`src/inc/pmvc_pkg.sv`:
```
// pmvc_pkg: shared constants and carrier types for the output-voltage command register bank
// assumes a same-clock protocol engine that decodes bus transactions into command requests
package pmvc_pkg;

  // command codes of the register bank
  localparam logic [7:0] CMD_FEATURE_REPORT = 8'h19;
  localparam logic [7:0] CMD_FORMAT_DESC    = 8'h20;
  localparam logic [7:0] CMD_SETPOINT       = 8'h21;
  localparam logic [7:0] CMD_CEILING        = 8'h24;
  localparam logic [7:0] CMD_MARGIN_HIGH    = 8'h25;
  localparam logic [7:0] CMD_MARGIN_LOW     = 8'h26;

  // bus feature report fields
  localparam int         FEAT_PEC_BIT       = 7;
  localparam int         FEAT_SPEED_LSB     = 5;
  localparam logic [1:0] FEAT_SPEED_400K    = 2'h1;
  localparam int         FEAT_ALERT_BIT     = 4;

  // output format descriptor fields
  localparam int         FMT_MODE_LSB       = 5;
  localparam logic [2:0] FMT_MODE_VID       = 3'h1;
  localparam logic [4:0] FMT_PARAM_NEWER    = 5'h02;
  localparam logic [4:0] FMT_PARAM_OLDER    = 5'h01;

  // reset values of the vid code registers
  localparam logic [7:0] CEILING_RESET      = 8'hff;
  localparam logic [7:0] MARGIN_RESET       = 8'h00;
  localparam logic [7:0] SETPOINT_PRELOAD   = 8'h00;

  // status bit positions driven by this bank
  localparam int         STB_OTHER_BIT      = 0;
  localparam int         STB_CML_BIT        = 1;
  localparam int         STW_VOUT_BIT       = 15;
  localparam int         STV_CEILING_BIT    = 3;
  localparam int         STC_BAD_DATA_BIT   = 6;

  // edges the pin synchroniser needs before the boot code is trusted
  localparam logic [1:0] BOOT_SETTLE_COUNT  = 2'h3;

  typedef enum logic [2:0] {
    PMVC_MODE_NOMINAL = 3'b001,
    PMVC_MODE_MARGIN_HIGH = 3'b010,
    PMVC_MODE_MARGIN_LOW = 3'b100
  } pmvc_mode_t;

  typedef struct packed {
    logic        write;
    logic [7:0]  code;
    logic [15:0] data;
  } pmvc_cmd_t;

  typedef struct packed {
    logic        done;
    logic        refused;
    logic [15:0] data;
  } pmvc_rsp_t;

  typedef struct packed {
    logic [7:0]  status_byte;
    logic [15:0] status_word;
    logic [7:0]  status_vout;
    logic [7:0]  status_cml;
  } pmvc_status_t;

endpackage : pmvc_pkg

```
`src/hw/pmvc_vid_reg.sv`:
```
// pmvc_vid_reg: one 8-bit vid code register with a fixed reset value and a load strobe
// assumes load strobe and code come from logic on the same clock
`timescale 1ns/10ps
module pmvc_vid_reg #(
  parameter logic [7:0] RESET_CODE = 8'h00
) (
  input  wire logic       clk_sys_in,
  input  wire logic       reset_n_in,
  input  wire logic       load_in,
  input  wire logic [7:0] load_code_in,
  output logic      [7:0] code_out
);

  always_ff @(posedge clk_sys_in or negedge reset_n_in) begin
    if (!reset_n_in) begin
      code_out <= RESET_CODE;
    end else if (load_in) begin
      code_out <= load_code_in;
    end
  end

endmodule : pmvc_vid_reg

```
`src/hw/pmvc_vout_regs.sv`:
```
// pmvc_vout_regs: output-voltage command registers, clamp warning and alert of a buck controller
// assumes a same-clock protocol engine presenting one decoded command per request pulse,
// and asynchronous straps for the vid protocol select and the boot code
`timescale 1ns/10ps
// Functional notes
// - feature report bit 7 always reads one: packet error checking supported
// - feature report bits 6:5 always read 01: 400 kHz top bus speed
// - feature report bit 4 reads one: alert output and alert response present
// - format descriptor is one byte: mode 001 (vid) above a 5-bit parameter
// - parameter reads 00010 for newer vid protocol, 00001 for older
// - writes to format descriptor are refused, unchanged, flagged as invalid-data fault
// - vid registers take two bytes, right-justified code, bit zero in bit zero
// - vid codes decoded per protocol chosen by select pin or vendor config
// - setpoint low byte resets to boot code, never effective above ceiling; here it resets to 00 and loads the boot code three edges after reset release
// - a setpoint above ceiling is set to ceiling and counts as warning
// - clamp sets other, vout, ceiling-warning status bits and raises alert
// - ceiling holds max code in low byte, upper reserved, resets to 00ff
// - margin-high code, reset zero, becomes target in margin-high mode
module pmvc_vout_regs (
  input  wire logic                      clk_sys_in,
  input  wire logic                      reset_n_in,
  input  wire logic                      cmd_valid_in,
  input  wire pmvc_pkg::pmvc_cmd_t       cmd_in,
  input  wire pmvc_pkg::pmvc_mode_t      op_mode_in,
  input  wire logic                      vid_protocol_select_pin_in,
  input  wire logic                      vendor_protocol_override_in,
  input  wire logic                      vendor_protocol_config_in,
  input  wire logic [7:0]                boot_voltage_in,
  input  wire logic                      status_clear_in,
  output pmvc_pkg::pmvc_rsp_t            rsp_out,
  output pmvc_pkg::pmvc_status_t         status_out,
  output logic                           alert_n_out,
  output logic [7:0]                     target_vid_out,
  output logic                           vid_protocol_newer_out,
  output logic                           boot_done_out
);

  // pin synchronisers: first stage is read only by the second
  logic       sel_pin_meta;
  logic       sel_pin_sync;
  logic [7:0] boot_meta;
  logic [7:0] boot_sync;

  // boot capture sequencing
  logic [1:0] boot_settle;
  logic       boot_load;

  // register contents
  logic [7:0] setpoint_code;
  logic [7:0] ceiling_code;
  logic [7:0] margin_high_code;
  logic [7:0] margin_low_code;

  // write decode
  logic       wr_req;
  logic       rd_req;
  logic       wr_setpoint;
  logic       wr_ceiling;
  logic       wr_margin_high;
  logic       wr_margin_low;
  logic       wr_readonly;
  logic       code_mapped;
  logic [7:0] wr_code;
  logic       clamp_hit;
  logic       protocol_newer;

  // load paths into the code registers
  logic       setpoint_load;
  logic [7:0] setpoint_next_code;

  // sticky status and the alert it drives
  logic       warn_other;
  logic       warn_vout;
  logic       warn_ceiling;
  logic       cml_flag;
  logic       cml_bad_data;
  logic       next_warn;
  logic       next_cml;

  // read mux
  logic [15:0] next_rdata;
  logic [7:0]  next_target;
  logic [7:0]  mode_code;
  logic [7:0]  feature_byte;
  logic [7:0]  format_byte;

  // select pin synchroniser: only the second stage feeds logic
  always_ff @(posedge clk_sys_in or negedge reset_n_in) begin
    if (!reset_n_in) begin
      sel_pin_meta <= 1'b0;
      sel_pin_sync <= 1'b0;
    end else begin
      sel_pin_meta <= vid_protocol_select_pin_in;
      sel_pin_sync <= sel_pin_meta;
    end
  end

  // boot word crosses bit by bit: safe only because the strap holds still from reset release
  always_ff @(posedge clk_sys_in or negedge reset_n_in) begin
    if (!reset_n_in) begin
      boot_meta <= 8'h00;
      boot_sync <= 8'h00;
    end else begin
      boot_meta <= boot_voltage_in;
      boot_sync <= boot_meta;
    end
  end

  // the boot code is a strap: wait for the synchroniser to fill before trusting it
  always_ff @(posedge clk_sys_in or negedge reset_n_in) begin
    if (!reset_n_in) begin
      boot_settle <= 2'h0;
    end else if (boot_settle != pmvc_pkg::BOOT_SETTLE_COUNT) begin
      boot_settle <= boot_settle + 2'h1;
    end
  end

  // a setpoint write landing in the load cycle is lost to the boot code; hosts wait for boot_done
  assign boot_load = (boot_settle == (pmvc_pkg::BOOT_SETTLE_COUNT - 2'h1));

  always_ff @(posedge clk_sys_in or negedge reset_n_in) begin
    if (!reset_n_in) begin
      boot_done_out <= 1'b0;
    end else if (boot_load) begin
      boot_done_out <= 1'b1;
    end
  end

  // vendor configuration outranks the pin, as it is set later by software
  assign protocol_newer = vendor_protocol_override_in ? vendor_protocol_config_in : sel_pin_sync;

  always_ff @(posedge clk_sys_in or negedge reset_n_in) begin
    if (!reset_n_in) begin
      vid_protocol_newer_out <= 1'b0;
    end else begin
      vid_protocol_newer_out <= protocol_newer;
    end
  end

  // command decode
  // only the low data byte is kept, so reserved upper bits can never be stored
  assign wr_req         = cmd_valid_in && cmd_in.write;
  assign rd_req         = cmd_valid_in && !cmd_in.write;
  assign wr_code        = cmd_in.data[7:0];
  assign wr_setpoint    = wr_req && (cmd_in.code == pmvc_pkg::CMD_SETPOINT);
  assign wr_ceiling     = wr_req && (cmd_in.code == pmvc_pkg::CMD_CEILING);
  assign wr_margin_high = wr_req && (cmd_in.code == pmvc_pkg::CMD_MARGIN_HIGH);
  assign wr_margin_low  = wr_req && (cmd_in.code == pmvc_pkg::CMD_MARGIN_LOW);
  assign wr_readonly    = wr_req && ((cmd_in.code == pmvc_pkg::CMD_FORMAT_DESC) ||
                                     (cmd_in.code == pmvc_pkg::CMD_FEATURE_REPORT));
  assign code_mapped    = (cmd_in.code == pmvc_pkg::CMD_FEATURE_REPORT) ||
                          (cmd_in.code == pmvc_pkg::CMD_FORMAT_DESC) ||
                          (cmd_in.code == pmvc_pkg::CMD_SETPOINT) ||
                          (cmd_in.code == pmvc_pkg::CMD_CEILING) ||
                          (cmd_in.code == pmvc_pkg::CMD_MARGIN_HIGH) ||
                          (cmd_in.code == pmvc_pkg::CMD_MARGIN_LOW);

  // a request above the ceiling is held at the ceiling rather than dropped
  assign clamp_hit = wr_setpoint && (wr_code > ceiling_code);

  always_comb begin
    setpoint_load      = 1'b0;
    setpoint_next_code = pmvc_pkg::SETPOINT_PRELOAD;
    if (boot_load) begin
      setpoint_load      = 1'b1;
      setpoint_next_code = boot_sync;
    end else if (clamp_hit) begin
      setpoint_load      = 1'b1;
      setpoint_next_code = ceiling_code;
    end else if (wr_setpoint) begin
      setpoint_load      = 1'b1;
      setpoint_next_code = wr_code;
    end
  end

  // setpoint starts at the preload and takes the boot code once the strap is synchronised
  pmvc_vid_reg #(
    .RESET_CODE   (pmvc_pkg::SETPOINT_PRELOAD)
  ) u_setpoint (
    .clk_sys_in   (clk_sys_in),
    .reset_n_in   (reset_n_in),
    .load_in      (setpoint_load),
    .load_code_in (setpoint_next_code),
    .code_out     (setpoint_code)
  );

  pmvc_vid_reg #(
    .RESET_CODE   (pmvc_pkg::CEILING_RESET)
  ) u_ceiling (
    .clk_sys_in   (clk_sys_in),
    .reset_n_in   (reset_n_in),
    .load_in      (wr_ceiling),
    .load_code_in (wr_code),
    .code_out     (ceiling_code)
  );

  pmvc_vid_reg #(
    .RESET_CODE   (pmvc_pkg::MARGIN_RESET)
  ) u_margin_high (
    .clk_sys_in   (clk_sys_in),
    .reset_n_in   (reset_n_in),
    .load_in      (wr_margin_high),
    .load_code_in (wr_code),
    .code_out     (margin_high_code)
  );

  pmvc_vid_reg #(
    .RESET_CODE   (pmvc_pkg::MARGIN_RESET)
  ) u_margin_low (
    .clk_sys_in   (clk_sys_in),
    .reset_n_in   (reset_n_in),
    .load_in      (wr_margin_low),
    .load_code_in (wr_code),
    .code_out     (margin_low_code)
  );

  // target selection; margin codes are not clamp-checked on write, so the cap below covers them
  always_comb begin
    case (op_mode_in)
      pmvc_pkg::PMVC_MODE_NOMINAL:     mode_code = setpoint_code;
      pmvc_pkg::PMVC_MODE_MARGIN_HIGH: mode_code = margin_high_code;
      pmvc_pkg::PMVC_MODE_MARGIN_LOW:  mode_code = margin_low_code;
      default:                         mode_code = setpoint_code;
    endcase
  end

  // the cap also bounds a later-lowered ceiling, which raises no warning
  always_comb begin
    next_target = mode_code;
    if (mode_code > ceiling_code) begin
      next_target = ceiling_code;
    end
  end

  always_ff @(posedge clk_sys_in or negedge reset_n_in) begin
    if (!reset_n_in) begin
      target_vid_out <= pmvc_pkg::SETPOINT_PRELOAD;
    end else begin
      target_vid_out <= next_target;
    end
  end

  // sticky warning and fault flags: a new event wins over a clear in the same cycle
  assign next_warn = clamp_hit;
  assign next_cml  = wr_readonly;

  always_ff @(posedge clk_sys_in or negedge reset_n_in) begin
    if (!reset_n_in) begin
      warn_other   <= 1'b0;
      warn_vout    <= 1'b0;
      warn_ceiling <= 1'b0;
    end else if (next_warn) begin
      warn_other   <= 1'b1;
      warn_vout    <= 1'b1;
      warn_ceiling <= 1'b1;
    end else if (status_clear_in) begin
      warn_other   <= 1'b0;
      warn_vout    <= 1'b0;
      warn_ceiling <= 1'b0;
    end
  end

  always_ff @(posedge clk_sys_in or negedge reset_n_in) begin
    if (!reset_n_in) begin
      cml_flag <= 1'b0;
    end else if (next_cml) begin
      cml_flag <= 1'b1;
    end else if (status_clear_in) begin
      cml_flag <= 1'b0;
    end
  end

  always_ff @(posedge clk_sys_in or negedge reset_n_in) begin
    if (!reset_n_in) begin
      cml_bad_data <= 1'b0;
    end else if (next_cml) begin
      cml_bad_data <= 1'b1;
    end else if (status_clear_in) begin
      cml_bad_data <= 1'b0;
    end
  end

  // status is a registered copy so outputs come straight from flops
  always_ff @(posedge clk_sys_in or negedge reset_n_in) begin
    if (!reset_n_in) begin
      status_out <= '0;
    end else begin
      status_out <= '0;
      status_out.status_byte[pmvc_pkg::STB_OTHER_BIT]   <= warn_other || next_warn;
      status_out.status_byte[pmvc_pkg::STB_CML_BIT]     <= cml_flag || next_cml;
      status_out.status_word[pmvc_pkg::STW_VOUT_BIT]    <= warn_vout || next_warn;
      status_out.status_vout[pmvc_pkg::STV_CEILING_BIT] <= warn_ceiling || next_warn;
      status_out.status_cml[pmvc_pkg::STC_BAD_DATA_BIT] <= cml_bad_data || next_cml;
    end
  end

  // alert falls with any sticky source and only rises again through a clear
  always_ff @(posedge clk_sys_in or negedge reset_n_in) begin
    if (!reset_n_in) begin
      alert_n_out <= 1'b1;
    end else begin
      alert_n_out <= !(warn_ceiling || next_warn || cml_bad_data || next_cml);
    end
  end

  // constant feature byte and protocol-dependent format byte
  always_comb begin
    feature_byte = 8'h00;
    feature_byte[pmvc_pkg::FEAT_PEC_BIT] = 1'b1;
    feature_byte[pmvc_pkg::FEAT_SPEED_LSB +: 2] = pmvc_pkg::FEAT_SPEED_400K;
    feature_byte[pmvc_pkg::FEAT_ALERT_BIT] = 1'b1;
    format_byte = {pmvc_pkg::FMT_MODE_VID,
                   (protocol_newer ? pmvc_pkg::FMT_PARAM_NEWER : pmvc_pkg::FMT_PARAM_OLDER)};
  end

  // read data: upper byte of every vid register is reserved zero
  always_comb begin
    next_rdata = 16'h0000;
    case (cmd_in.code)
      pmvc_pkg::CMD_FEATURE_REPORT: next_rdata = {8'h00, feature_byte};
      pmvc_pkg::CMD_FORMAT_DESC:    next_rdata = {8'h00, format_byte};
      pmvc_pkg::CMD_SETPOINT:       next_rdata = {8'h00, setpoint_code};
      pmvc_pkg::CMD_CEILING:        next_rdata = {8'h00, ceiling_code};
      pmvc_pkg::CMD_MARGIN_HIGH:    next_rdata = {8'h00, margin_high_code};
      pmvc_pkg::CMD_MARGIN_LOW:     next_rdata = {8'h00, margin_low_code};
      default:                      next_rdata = 16'h0000;
    endcase
  end

  // one answer per request, one cycle later; unmapped and read-only writes are refused
  // data is zeroed for writes and refusals so no stale register byte leaks out
  always_ff @(posedge clk_sys_in or negedge reset_n_in) begin
    if (!reset_n_in) begin
      rsp_out <= '0;
    end else begin
      rsp_out.done    <= cmd_valid_in;
      rsp_out.refused <= cmd_valid_in && (!code_mapped || wr_readonly);
      rsp_out.data    <= (rd_req && code_mapped) ? next_rdata : 16'h0000;
    end
  end

endmodule : pmvc_vout_regs

```
`config.mk`:
```
export PLATFORM = sky130hd
export DESIGN_NAME = pmvc_vout_regs
export DESIGN_NICKNAME = d
export VERILOG_FILES = /design/src/inc/pmvc_pkg.sv /design/src/hw/pmvc_vid_reg.sv /design/src/hw/pmvc_vout_regs.sv
export SDC_FILE = /design/constraint.sdc
export NUM_CORES = 1
export LEC_CHECK = 0
export ABC_AREA = 1
export BUFFER_PORTS_ARGS = -buffer_cell sky130_fd_sc_hd__buf_2
export CELL_PAD_IN_SITES_DETAIL_PLACEMENT = 1
export CELL_PAD_IN_SITES_GLOBAL_PLACEMENT = 1
export CORE_MARGIN = 3
export CORE_UTILIZATION = 43
export CTS_BUF_LIST = sky130_fd_sc_hd__clkbuf_2 sky130_fd_sc_hd__clkbuf_4 sky130_fd_sc_hd__clkbuf_8
export DETAILED_ROUTE_END_ITERATION = 8
export PLACE_DENSITY_LB_ADDON = 0.1
export SLEW_MARGIN = 20
export SYNTH_ARGS = -nofsm -noshare
export SYNTH_HDL_FRONTEND = slang
export SYNTH_SLANG_ARGS = --single-unit
```
`constraint.sdc`:
```
create_clock -name clk_sys_in -period 4.2 [get_ports clk_sys_in]
set_input_delay 1.05 -clock clk_sys_in [delete_from_list [all_inputs] [get_ports clk_sys_in]]
set_output_delay 1.05 -clock clk_sys_in [all_outputs]
set_load 0.02 [all_outputs]
```
# After elaboration in Yosys (flattened, before gate mapping)
# Index checks and enable logic that the tools add are counted.
# op_classes
order_cmp,2
n_eq_ne,10
reduce_logical,25
addsub,1
muxes,15
# op_table
op,count
8-bit case mux with 6 select lines,1
"8-bit by 6-bit == test with 1-bit output, second input constant",5
8-bit two-way mux,4
8-bit > comparator,2
16-bit two-way mux,1
8-bit case mux with 2 select lines,1
1-bit logical AND,10
1-bit logical OR,10
"8-bit by 5-bit == test with 1-bit output, second input constant",1
1-bit two-way mux,7
2-bit nonzero test,2
"3-bit by 2-bit == test with 1-bit output, second input constant",1
"3-bit == test, second input constant",1
1-bit zero test,3
"2-bit by 1-bit adder with 2-bit output, second input constant",1
"2-bit == test, second input constant",1
2-bit two-way mux,1
"2-bit inequality test, second input constant",1
# word_totals
register_bits,87
out_inout_bits,69

# Depth between registers and ports, before layout
# Gate-level depths: netlist of run 1.
# logic_depth
depth_word,9
mapped_depth,18
ltp_nobuf,17

# By module
# A second synthesis of run 1 with hierarchy kept.
# unflattened
cells_unflattened,540
hier_area_um2,4249.1
# modules_own_cells
module,seq_area_each_um2,n_inst,area_each_um2,cells_each
pmvc_vout_regs,1127.3,1,3017.9,404
pmvc_vid_reg at u_margin_high ...,200.2,3,305.3,34
pmvc_vid_reg at u_ceiling,210.2,1,315.3,34

# Least setup slack after synthesis of run 1
# Ideal clock, no wire load.
# synth_path
kind,input to register
from,input op_mode_in[0]
to,register target_vid_out[0]
n_path_buf,1
arrival_time_ns,2.841
path_slack_ns,1.228
path_stages,16
setup_time_ns,0.131
cell_sequence,nor2_1 -> nand2_1 -> nand2_1 -> inv_1 -> nand2_1 -> o221ai_1 -> ha_1 -> inv_1 -> nor2_1 -> o21ai_0 -> nand2_1 -> nand2_1 -> o211ai_1 -> nand2_1 -> clkbuf_1 -> o21ai_0
# synth_via
elab_chain_cells,4
word_cells_on_any_way,5
cone_classes,order compare (1); eq/ne (2); mux (2)
# synth_lines
item,line_no,source
from (decl),pmvc_vout_regs.sv:24,"input wire pmvc_pkg::pmvc_mode_t op_mode_in,"
3-bit == test / 3-bit by 2-bit == test with 1-bit output (equally long branches),pmvc_vout_regs.sv:219,case (op_mode_in)
8-bit case mux with 2 select lines (*),pmvc_vout_regs.sv:219,
8-bit > comparator,pmvc_vout_regs.sv:230,if (mode_code > ceiling_code) begin
8-bit two-way mux (*),pmvc_vout_regs.sv:230,
via next_target[0],pmvc_vout_regs.sv:82,logic [7:0] next_target;
to (signal assigned),pmvc_vout_regs.sv:237,target_vid_out <= pmvc_pkg::SETPOINT_PRELOAD;
to (signal assigned),pmvc_vout_regs.sv:239,target_vid_out <= next_target;
to (decl),pmvc_vout_regs.sv:33,"output logic [7:0] target_vid_out,"
# The timed path passes the listed nets; every way through them passes the cells marked *.
# A chain may end at the register's enable or synchronous reset.

# Worst setup path in the final report of run 1
# layout_path
from,input op_mode_in[0]
to,register target_vid_out[6]
# Same word-level chain as after synthesis.

==> results of run 1 <==
cell families after synthesis:
kind of cell / synth area share (%)
AOI/OAI and AO/OA: 11.72
xor gates and xnor gates: 0.2078
adders and majority gates: 5.343
buffers and inverters: 16.09
DFF: 45.98
other: 0.08896
and+or+nand+nor: 20.57
sequential cells by signal, indices dropped and copies added, names as in the netlist:
register / flops
u_margin_low.code_out: 8
alert_n_out: 1
boot_sync: 8
cml_bad_data: 1
u_setpoint.code_out: 8
boot_done_out: 1
target_vid_out: 8
boot_settle: 2
u_margin_high.code_out: 8
sel_pin_sync: 1
boot_meta: 8
rsp_out: 10
status_out: 2
vid_protocol_newer_out: 1
warn_ceiling: 1
sel_pin_meta: 1
u_ceiling.code_out: 8
worst min path at each step:
| stage | from | end | slack, ns | cells past startpoint |
|---|---|---|---|---|
| CTS | boot_meta[1] | boot_sync[1] | 0.36 | 0 |
| finish | boot_meta[3] | boot_sync[3] | 0.35 | 0 |
| global placement | boot_meta[7] | boot_sync[7] | 0.33 | 0 |
| floorplan | boot_meta[0] | boot_sync[0] | 0.33 | 0 |
| global route | boot_meta[1] | boot_sync[1] | 0.36 | 0 |
| detailed placement | sel_pin_meta | sel_pin_sync | 0.34 | 0 |
cell usage after synthesis, drive strengths merged, types with 2 or more instances:
cell / n
a21oi: 9
buf: 51
clkbuf: 2
dfrtp: 68
dfstp: 9
ha: 18
inv: 68
nand2: 117
nand3: 20
nand4: 5
nor2: 46
o211ai: 2
o21ai: 51
o221ai: 7
o22ai: 8
or2: 2
stage by stage:
step	util, %	worst slack [ns]	power (mW)	instances	hold WS (ns)
global route	49.24	0.6888	1.634	683	0.3567
global placement	47.16	0.7455	0.9945	667	0.3334
CTS	49.24	1.008	1.572	683	0.3554
finish	49.24	1.026	1.557	683	0.3517
floorplan	-	1.228	0.9552	531	0.3312
detailed placement	47.16	0.6765	1.003	667	0.3416
layer usage:
| layer | track usage (%) | up-vias |
|---|---|---|
| li1 | - | 1588 |
| met3 | 4.941 | 19 |
| met4 | 6.467 | 0 |
| met5 | 0 | - |
| met2 | 33.50 | 101 |
| met1 | 27.25 | 1564 |
critical path: cells and delay by family:
family	cells	cell delay [ns]
buf+inv	3	0.29
compound gates	4	0.58
fa+ha+maj	1	0.36
simple gates	8	1.06
layout make-up:
cell class | count | area, µm² | area share (%)
flip-flops and latches | 77 | 1938 | 42.00
multi-input cells | 332 | 1757 | 38.07
repair buffers | 60 | 302.8 | 6.562
inverters | 69 | 260.3 | 5.640
well taps | 129 | 161.4 | 3.498
clock buffers | 10 | 131.4 | 2.847
clock inverters | 6 | 63.81 | 1.383
power by group through the flow:
stage | Sequential (mW) | Clock [mW] | Combinational [mW]
2_1_floorplan | 0.807 | 0 | 0.148
5_1_grt | 0.789 | 0.617 | 0.229
6_report | 0.786 | 0.569 | 0.202
3_5_place_dp | 0.801 | 0 | 0.202
4_1_cts | 0.786 | 0.582 | 0.204
3_3_place_gp | 0.799 | 0 | 0.195
==> impl_metrics.csv, run 1 <==
group,metric,value,unit
setup_path,critPathSlowestCell,"ha_1",
sta,fin_crit_sh,75.58,%
global_routing,grt_pass1_vias,3402,
clocking,cts.repair.resized,0,
outcome,status,"complete, no violations",
global_routing,grt_pass1_wl,17740,µm
floorplan,die_w,105.0,µm
clocking,post_cts_buffers,0,
sta,finalSetupViolCount,0,
drt,dr_wl_met3,669,µm
floorplan,die_h,105.0,µm
placement,portBuffers,60,
clocking,cts-htree-levels,3,
logic_synthesis,ys_ff_latch,77,
logic_synthesis,yosys_warnings,0,
power_and_ir_drop,p_comb_share,13.0,%
logic_synthesis,synth_edf_count,0,
logic_synthesis,synth_top_cell_by_area,"dfrtp_1",
drt,ant_nets,0,
finish,nFillCells,1198,
job,max_cap_violations,0,
placement,dp_hpwl,8266,µm
setup_path,crit_end,"target_vid_out[6]",
finish,final_area,0.004614,mm²
clocking,insertion_delay,0.35,ns
logic_synthesis,ys_top_cells_by_area,"dfrtp_1 (40%), nand2_1 (10%), buf_4 (8.2%)",
power_and_ir_drop,clock_power_share,36.6,%
drt,vias_per_cell,4.791,
power_and_ir_drop,pwr-share-seq,50.5,%
setup_path,max_stage_delay,0.36,ns
clocking,clockBufferDepth,2,
power_and_ir_drop,ir_drop,0.1210,mV
drt,routed_wl,10740,µm
setup_path,worst-endpoint-arrival,3.37,ns
drt,first_pass_iters,4,
logic_synthesis,synthArstFlopShare,100.0,%
drt,drtIter0Drc,125,
finish,final_cell_mix,"nand2_1 (112), dfrtp_1 (68), inv_1 (66), buf_2 (59), conb_1 (43)",
placement,placed_area,0.004419,mm²
sta,grt_setup_unrepaired,"no",
drt,route.met2.wl,4984,µm
floorplan,pin_count,112,
logic_synthesis,syn-instance-count,489,
logic_synthesis,synth_area_per_cell,8.620,µm²
logic_synthesis,ys_types,35,
setup_path,r2r_slack,1.95,ns
power_and_ir_drop,swShare,29.03,%
floorplan,rows,35,
sta,setup_tns,0,ns
logic_synthesis,ys.flop_type,"dfrtp_1",
sta,max_freq,315.0,MHz
setup_path,crit_required,4.40,ns
clocking,path_clk_slew,0.09,ns
floorplan,initial_core_util,44.98,%
finish,layout-drive-gt1-share,21.66,%
sta,hold_violations,0,
global_routing,grt-ovfl-total,0,
global_routing,antenna_found_initial,0,
setup_path,critPathKind,"in2reg",
power_and_ir_drop,powerDensity,337.3,mW/mm²
clocking,hold_buffers,0,
setup_path,cp-end-kind,"flop",
setup_path,r2r_end,"target_vid_out[6]",
sta,slew_headroom,36.74,%
finish,final_common_cell,"nand2_1",
sta,tightest_slew,0.9489,ns
min_path,hold_path_class,"reg2reg",
setup_path,cp_max_fo,16,
setup_path,crit_path_frequent_cell,"nand2_1",
placement,place_congestion,0.8665,
drt,avgRoutedWirePerCell,15.73,µm
logic_synthesis,yosysSeqAreaShare,45.98,%
power_and_ir_drop,leakagePower,2.372,nW
drt,num_vias,3272,
sta,layout_min_cycle_time,3.174,ns
setup_path,worstReg2RegStart,"u_margin_low.code_out[1]",
logic_synthesis,syn_area,0.004215,mm²
setup_path,cp-start-kind,"input port",
clocking,cts_num_sinks,77,
finish,syn_to_final_growth,9.469,%
clocking,cts_made_buffers,9,
drt,met1Wirelength,4848,µm
global_routing,grt_max_degree,78,
global_routing,grt_usage,20.63,%
floorplan,core-area,0.009371,mm²
sta,fin_skew,0.01241,ns
power_and_ir_drop,p_int,1.105,mW
setup_path,path_cells,"buf_2 > nor2_1 > nand2_1 > nand2_1 > inv_1 > nand2_1 > o221ai_1 > ha_1 > inv_1 > nor2_1 > o21ai_0 > nand2_1 > nand2_1 > o211ai_1 > nand2_1 > o21ai_0",
drt,drc_errors,0,
power_and_ir_drop,switchingPower,0.4518,mW
setup_path,crit_start,"op_mode_in[0]",
clocking,cts_root_buffer,"clkbuf_8",
floorplan,die_area,0.01103,mm²
setup_path,r2r_cells,11,
clocking,cts_tree,"done",
drt,top_layer_used,"met4",
finish,insertedDiodeCount,0,
logic_synthesis,synth_top_area_share,40.37,%
finish,finalNetCount,610,
sta,report.final.slew_viol_count,0,
Power figures use the tool's default switching activity.
==> inputs of run 2 (changes only) <==
Settings changed: CORE_UTILIZATION 43 to 36.
Clock period 4.2 ns to 2.89 ns, I/O delays scaled along.
==> impl_metrics.csv, run 2 (synthesized netlist as in run 1, its figures left out) <==
group,metric,value,unit
clocking,cts_num_sinks,77,
global_routing,grt_pass1_vias,3307,
power_and_ir_drop,pwr-share-seq,52.8,%
placement,portBuffers,60,
finish,final_cell_mix,"nand2_1 (112), dfrtp_1 (68), inv_1 (66), buf_2 (59), conb_1 (43)",
drt,first_pass_iters,4,
sta,layout_min_cycle_time,2.526,ns
global_routing,grt_max_degree,78,
sta,report.final.slew_viol_count,0,
global_routing,grt_pass1_wl,17230,µm
placement,dpl.cell_count,686,
floorplan,rows,38,
sta,grt_setup_unrepaired,"no",
clocking,cts-htree-levels,3,
setup_path,worstReg2RegStart,"u_setpoint.code_out[1]",
finish,finalNetCount,618,
power_and_ir_drop,swShare,30.09,%
sta,tightest_slew,0.9587,ns
finish,insertedDiodeCount,0,
sta,slew_headroom,36.09,%
power_and_ir_drop,p_int,1.513,mW
setup_path,crit_required,3.13,ns
drt,drc_errors,0,
clocking,cts.repair.resized,0,
placement,dp_hpwl,8669,µm
finish,finalNonFillerCells,701,
power_and_ir_drop,clock_power_share,33.2,%
global_routing,antenna_found_initial,0,
clocking,cts_made_buffers,9,
floorplan,die_h,114.2,µm
finish,top_register,"rsp_out",
finish,multi_input_area,0.001757,mm²
power_and_ir_drop,leakagePower,2.400,nW
drt,routed_wl,11030,µm
placement,place_congestion,0.8634,
clocking,clockBufferDepth,2,
global_routing,grt_usage,17.31,%
sta,finalSetupViolCount,0,
floorplan,pin_count,112,
power_and_ir_drop,p_comb_share,14.0,%
power_and_ir_drop,powerDensity,464.7,mW/mm²
sta,hold_violations,0,
floorplan,core-area,0.01113,mm²
job,max_cap_violations,0,
power_and_ir_drop,ir_drop,0.1895,mV
drt,avgRoutedWirePerCell,15.73,µm
setup_path,crit_start,"op_mode_in[1]",
setup_path,worst-endpoint-arrival,2.76,ns
finish,layout-drive-gt1-share,22.64,%
sta,max_freq,395.9,MHz
finish,largest_reg_flops,10,
finish,syn_to_final_growth,10.48,%
drt,vias_per_cell,4.742,
floorplan,die_w,114.2,µm
setup_path,cp-start-kind,"input port",
clocking,cts_root_buffer,"clkbuf_8",
drt,drtIter0Drc,153,
setup_path,cp_max_fo,10,
sta,fin_skew,0.008482,ns
drt,num_vias,3324,
drt,ant_nets,0,
global_routing,grt-ovfl-total,0,
setup_path,r2r_cells,13,
clocking,cts_tree,"done",
min_path,min_from,"boot_meta[5]",
floorplan,initial_core_util,37.89,%
clocking,post_cts_buffers,0,
outcome,status,"complete, no violations",
min_path,holdPathStages,0,
floorplan,die_area,0.01304,mm²
clocking,hold_buffers,0,
sta,fin_crit_sh,87.41,%
clocking,insertion_delay,0.36,ns
finish,nFillCells,1391,
finish,ff_latch_area,0.001938,mm²
finish,final_common_cell,"nand2_1",
setup_path,cp-end-kind,"flop",
power_and_ir_drop,switchingPower,0.6512,mW
setup_path,critPathKind,"in2reg",
clocking,path_clk_slew,0.08,ns
min_path,hold_path_class,"reg2reg",
sta,holdWs,0.3546,ns
-- run 2: worst max-delay path, cell delays in order --
cell	delay (ns)
buf_2	0.09
inv_1	0.04
nor2_1	0.08
nand2_1	0.09
nand2_1	0.09
inv_1	0.10
nand2_1	0.07
o221ai_1	0.18
ha_1	0.36
inv_1	0.04
nor2_1	0.10
o21ai_0	0.09
nand2_1	0.07
nand2_1	0.06
o211ai_1	0.08
nand2_1	0.15
buf_4	0.20
nand2_1	0.05
o21ai_0	0.09
-- run 2: final cells by class --
class / instances / share of cell area, %
sequential: 77 / 41.62
timing repair buffer: 68 / 7.792
inverter: 69 / 5.588
clock buffer: 9 / 2.660
tap: 140 / 3.761
multi-input combinational: 332 / 37.72
clock inverter: 6 / 0.8598
-- run 2: layer usage --
layer	global-route usage, %	routed length [µm]	vias to the layer above
li1	-	-	1603
met1	23.69	5160	1626
met2	27.83	5194	83
met3	2.537	503	12
met4	6.492	171	0
met5	0	0	-
-- run 2: stage by stage --
stage	instance area [µm²]	utilization (%)	worst slack, ns	power (mW)	TNS (ns)
after floorplan	4373	-	0.2459	1.388	0
after global placement	4493	40.38	0.1153	1.459	0
after detailed placement	4493	40.38	-0.03109	1.469	-0.07165
after CTS	4657	41.86	0.3494	2.191	0
after global routing	4657	41.86	0.1061	2.268	0
final	4657	41.86	0.3640	2.164	0
-- run 2: final timing paths --
kind / to / slack, ns
setup / recovery: target_vid_out[6] / 0.36
hold / removal: boot_sync[5] / 0.35
setup reg to reg: target_vid_out[6] / 0.73
hold reg to reg: boot_sync[5] / 0.35
max in group asynchronous: u_setpoint.code_out[2] / 1.77
min in group asynchronous: rsp_out[3] / 0.52
-- run 2: power by group through the flow --
stage	Combinational, mW	Clock (mW)	Sequential (mW)
after CTS	0.307	0.741	1.14
after global routing	0.343	0.778	1.15
after floorplan	0.216	0	1.17
after detailed placement	0.306	0	1.16
after global placement	0.297	0	1.16
final	0.304	0.718	1.14
==> inputs of run 3 (changes only) <==
Settings changed: CORE_UTILIZATION 36 to 43.
Clock period 2.89 ns to 3.1 ns, I/O delays scaled along.
==> impl_metrics.csv, run 3 (synthesized netlist as in run 1, its figures left out) <==
group,metric,value,unit
drt,ant_nets,0,
clocking,clockBufferDepth,2,
power_and_ir_drop,p_int,1.433,mW
sta,layout_min_cycle_time,2.656,ns
sta,finalSetupViolCount,0,
floorplan,initial_core_util,44.98,%
floorplan,rows,35,
sta,fin_crit_sh,85.68,%
drt,drc_errors,0,
finish,syn_to_final_growth,10.27,%
floorplan,die_h,105.0,µm
global_routing,grt_pass1_vias,3495,
finish,finalNetCount,617,
placement,portBuffers,60,
power_and_ir_drop,pwr-share-seq,51.9,%
sta,grt_setup_unrepaired,"no",
floorplan,die_area,0.01103,mm²
clocking,cts_root_buffer,"clkbuf_8",
floorplan,die_w,105.0,µm
sta,hold_violations,0,
global_routing,grt_max_degree,78,
sta,fin_skew,0.01138,ns
finish,largest_reg_flops,10,
drt,num_vias,3290,
job,max_cap_violations,0,
power_and_ir_drop,clock_power_share,34.2,%
finish,top_register,"rsp_out",
drt,routed_wl,11030,µm
placement,place_congestion,0.8979,
clocking,cts_tree,"done",
setup_path,critPathKind,"in2reg",
drt,vias_per_cell,4.768,
sta,setup_tns,0,ns
setup_path,cp-end-kind,"flop",
global_routing,grt_pass1_wl,18020,µm
power_and_ir_drop,switchingPower,0.6175,mW
setup_path,crit_path_frequent_cell,"nand2_1",
setup_path,path_cells,"buf_2 > inv_1 > nor2_1 > nand2_1 > nand2_1 > buf_4 > o221ai_1 > inv_1 > ha_1 > nor2_1 > o21ai_0 > nand2_1 > nand2_1 > o211ai_1 > nand2_1 > buf_4 > o21ai_0",
setup_path,max_stage_delay,0.35,ns
floorplan,core-area,0.009371,mm²
setup_path,cp-start-kind,"input port",
power_and_ir_drop,powerDensity,441.2,mW/mm²
power_and_ir_drop,p_comb_share,13.9,%
finish,insertedDiodeCount,0,
placement,dp_hpwl,8535,µm
outcome,status,"complete, no violations",
global_routing,grt_usage,20.95,%
finish,final_common_cell,"nand2_1",
clocking,path_clk_slew,0.09,ns
setup_path,worst-endpoint-arrival,2.90,ns
finish,final_cell_mix,"nand2_1 (112), dfrtp_1 (68), inv_1 (66), buf_2 (59), conb_1 (43)",
sta,tightest_slew,0.9622,ns
global_routing,antenna_found_initial,0,
drt,drtIter0Drc,118,
sta,report.final.slew_viol_count,0,
drt,avgRoutedWirePerCell,15.98,µm
power_and_ir_drop,swShare,30.11,%
min_path,hold_path_class,"reg2reg",
setup_path,cp_max_fo,10,
sta,max_freq,376.5,MHz
sta,slew_headroom,35.85,%
clocking,hold_buffers,0,
sta,holdWs,0.3504,ns
clocking,cts_num_sinks,77,
clocking,insertion_delay,0.35,ns
clocking,cts.repair.resized,0,
setup_path,crit_required,3.35,ns
power_and_ir_drop,ir_drop,0.2433,mV
clocking,cts-htree-levels,3,
global_routing,grt-ovfl-total,0,
floorplan,pin_count,112,
power_and_ir_drop,leakagePower,2.398,nW
finish,layout-drive-gt1-share,22.64,%
drt,first_pass_iters,4,
clocking,cts_made_buffers,9,
setup_path,critPathSlowestCell,"o221ai_1",
clocking,post_cts_buffers,0,
run 3: cell count changes in the layout (fill, tap and decap cells not counted):
| cell | delta |
|---|---|
| buf_4 | -1 |
| clkinvlp_4 | +1 |
| inv_6 | -1 |
| clkbuf_8 | +1 |
run 3: layer usage:
metal	track usage (%)	routed length [µm]
met2	33.91	5205
met1	27.94	4986
met3	4.262	573
met5	0	0
met4	7.216	261
run 3: path summary, 6_finish.rpt:
kind / slack [ns] / cells past startpoint / startpoint / to
max: 0.44 / 17 / op_mode_in[1] / target_vid_out[4]
min: 0.35 / 0 / boot_meta[1] / boot_sync[1]
max reg2reg: 0.90 / 12 / u_setpoint.code_out[1] / target_vid_out[4]
min reg2reg: 0.35 / 0 / boot_meta[1] / boot_sync[1]
max in group asynchronous: 1.91 / 1 / reset_n_in / boot_meta[5]
min in group asynchronous: 0.57 / 1 / reset_n_in / sel_pin_sync
run 3: layout make-up:
cell class | count | area, µm²
clock buffer | 10 | 137.6
fill | 1201 | 4723
sequential | 77 | 1938
clock inverter | 6 | 38.79
timing repair buffer | 67 | 355.3
inverter | 69 | 260.3
tap | 129 | 161.4
multi-input combinational | 332 | 1757
run 3: worst max-delay path, delay by kind of cell:
family	cells	cell delay [ns]
buffers and inverters	5	0.60
AOI/OAI and AO/OA	4	0.74
and+or+nand+nor	7	0.60
adders and majority gates	1	0.20
run 3: power by group through the flow:
stage                     Clock [mW]  Sequential [mW]  Combinational, mW
after floorplan                    0             1.09              0.201
after global placement             0             1.08              0.275
after detailed placement           0             1.08              0.285
after CTS                      0.726             1.06              0.287
after global routing           0.772             1.07              0.319
final                          0.702             1.06              0.284
run 3: stage by stage:
stage                     worst slack [ns]  instance area (µm²)  utilization [%]  std cells  power [mW]
after floorplan                     0.4034                 4373                -        531       1.294
after global placement              0.2808                 4472            47.72        674       1.358
after detailed placement            0.1721                 4472            47.72        674       1.370
after CTS                           0.4694                 4648            49.60        690       2.078
after global routing                0.2937                 4648            49.60        690       2.160
final                               0.4439                 4648            49.60        690       2.051
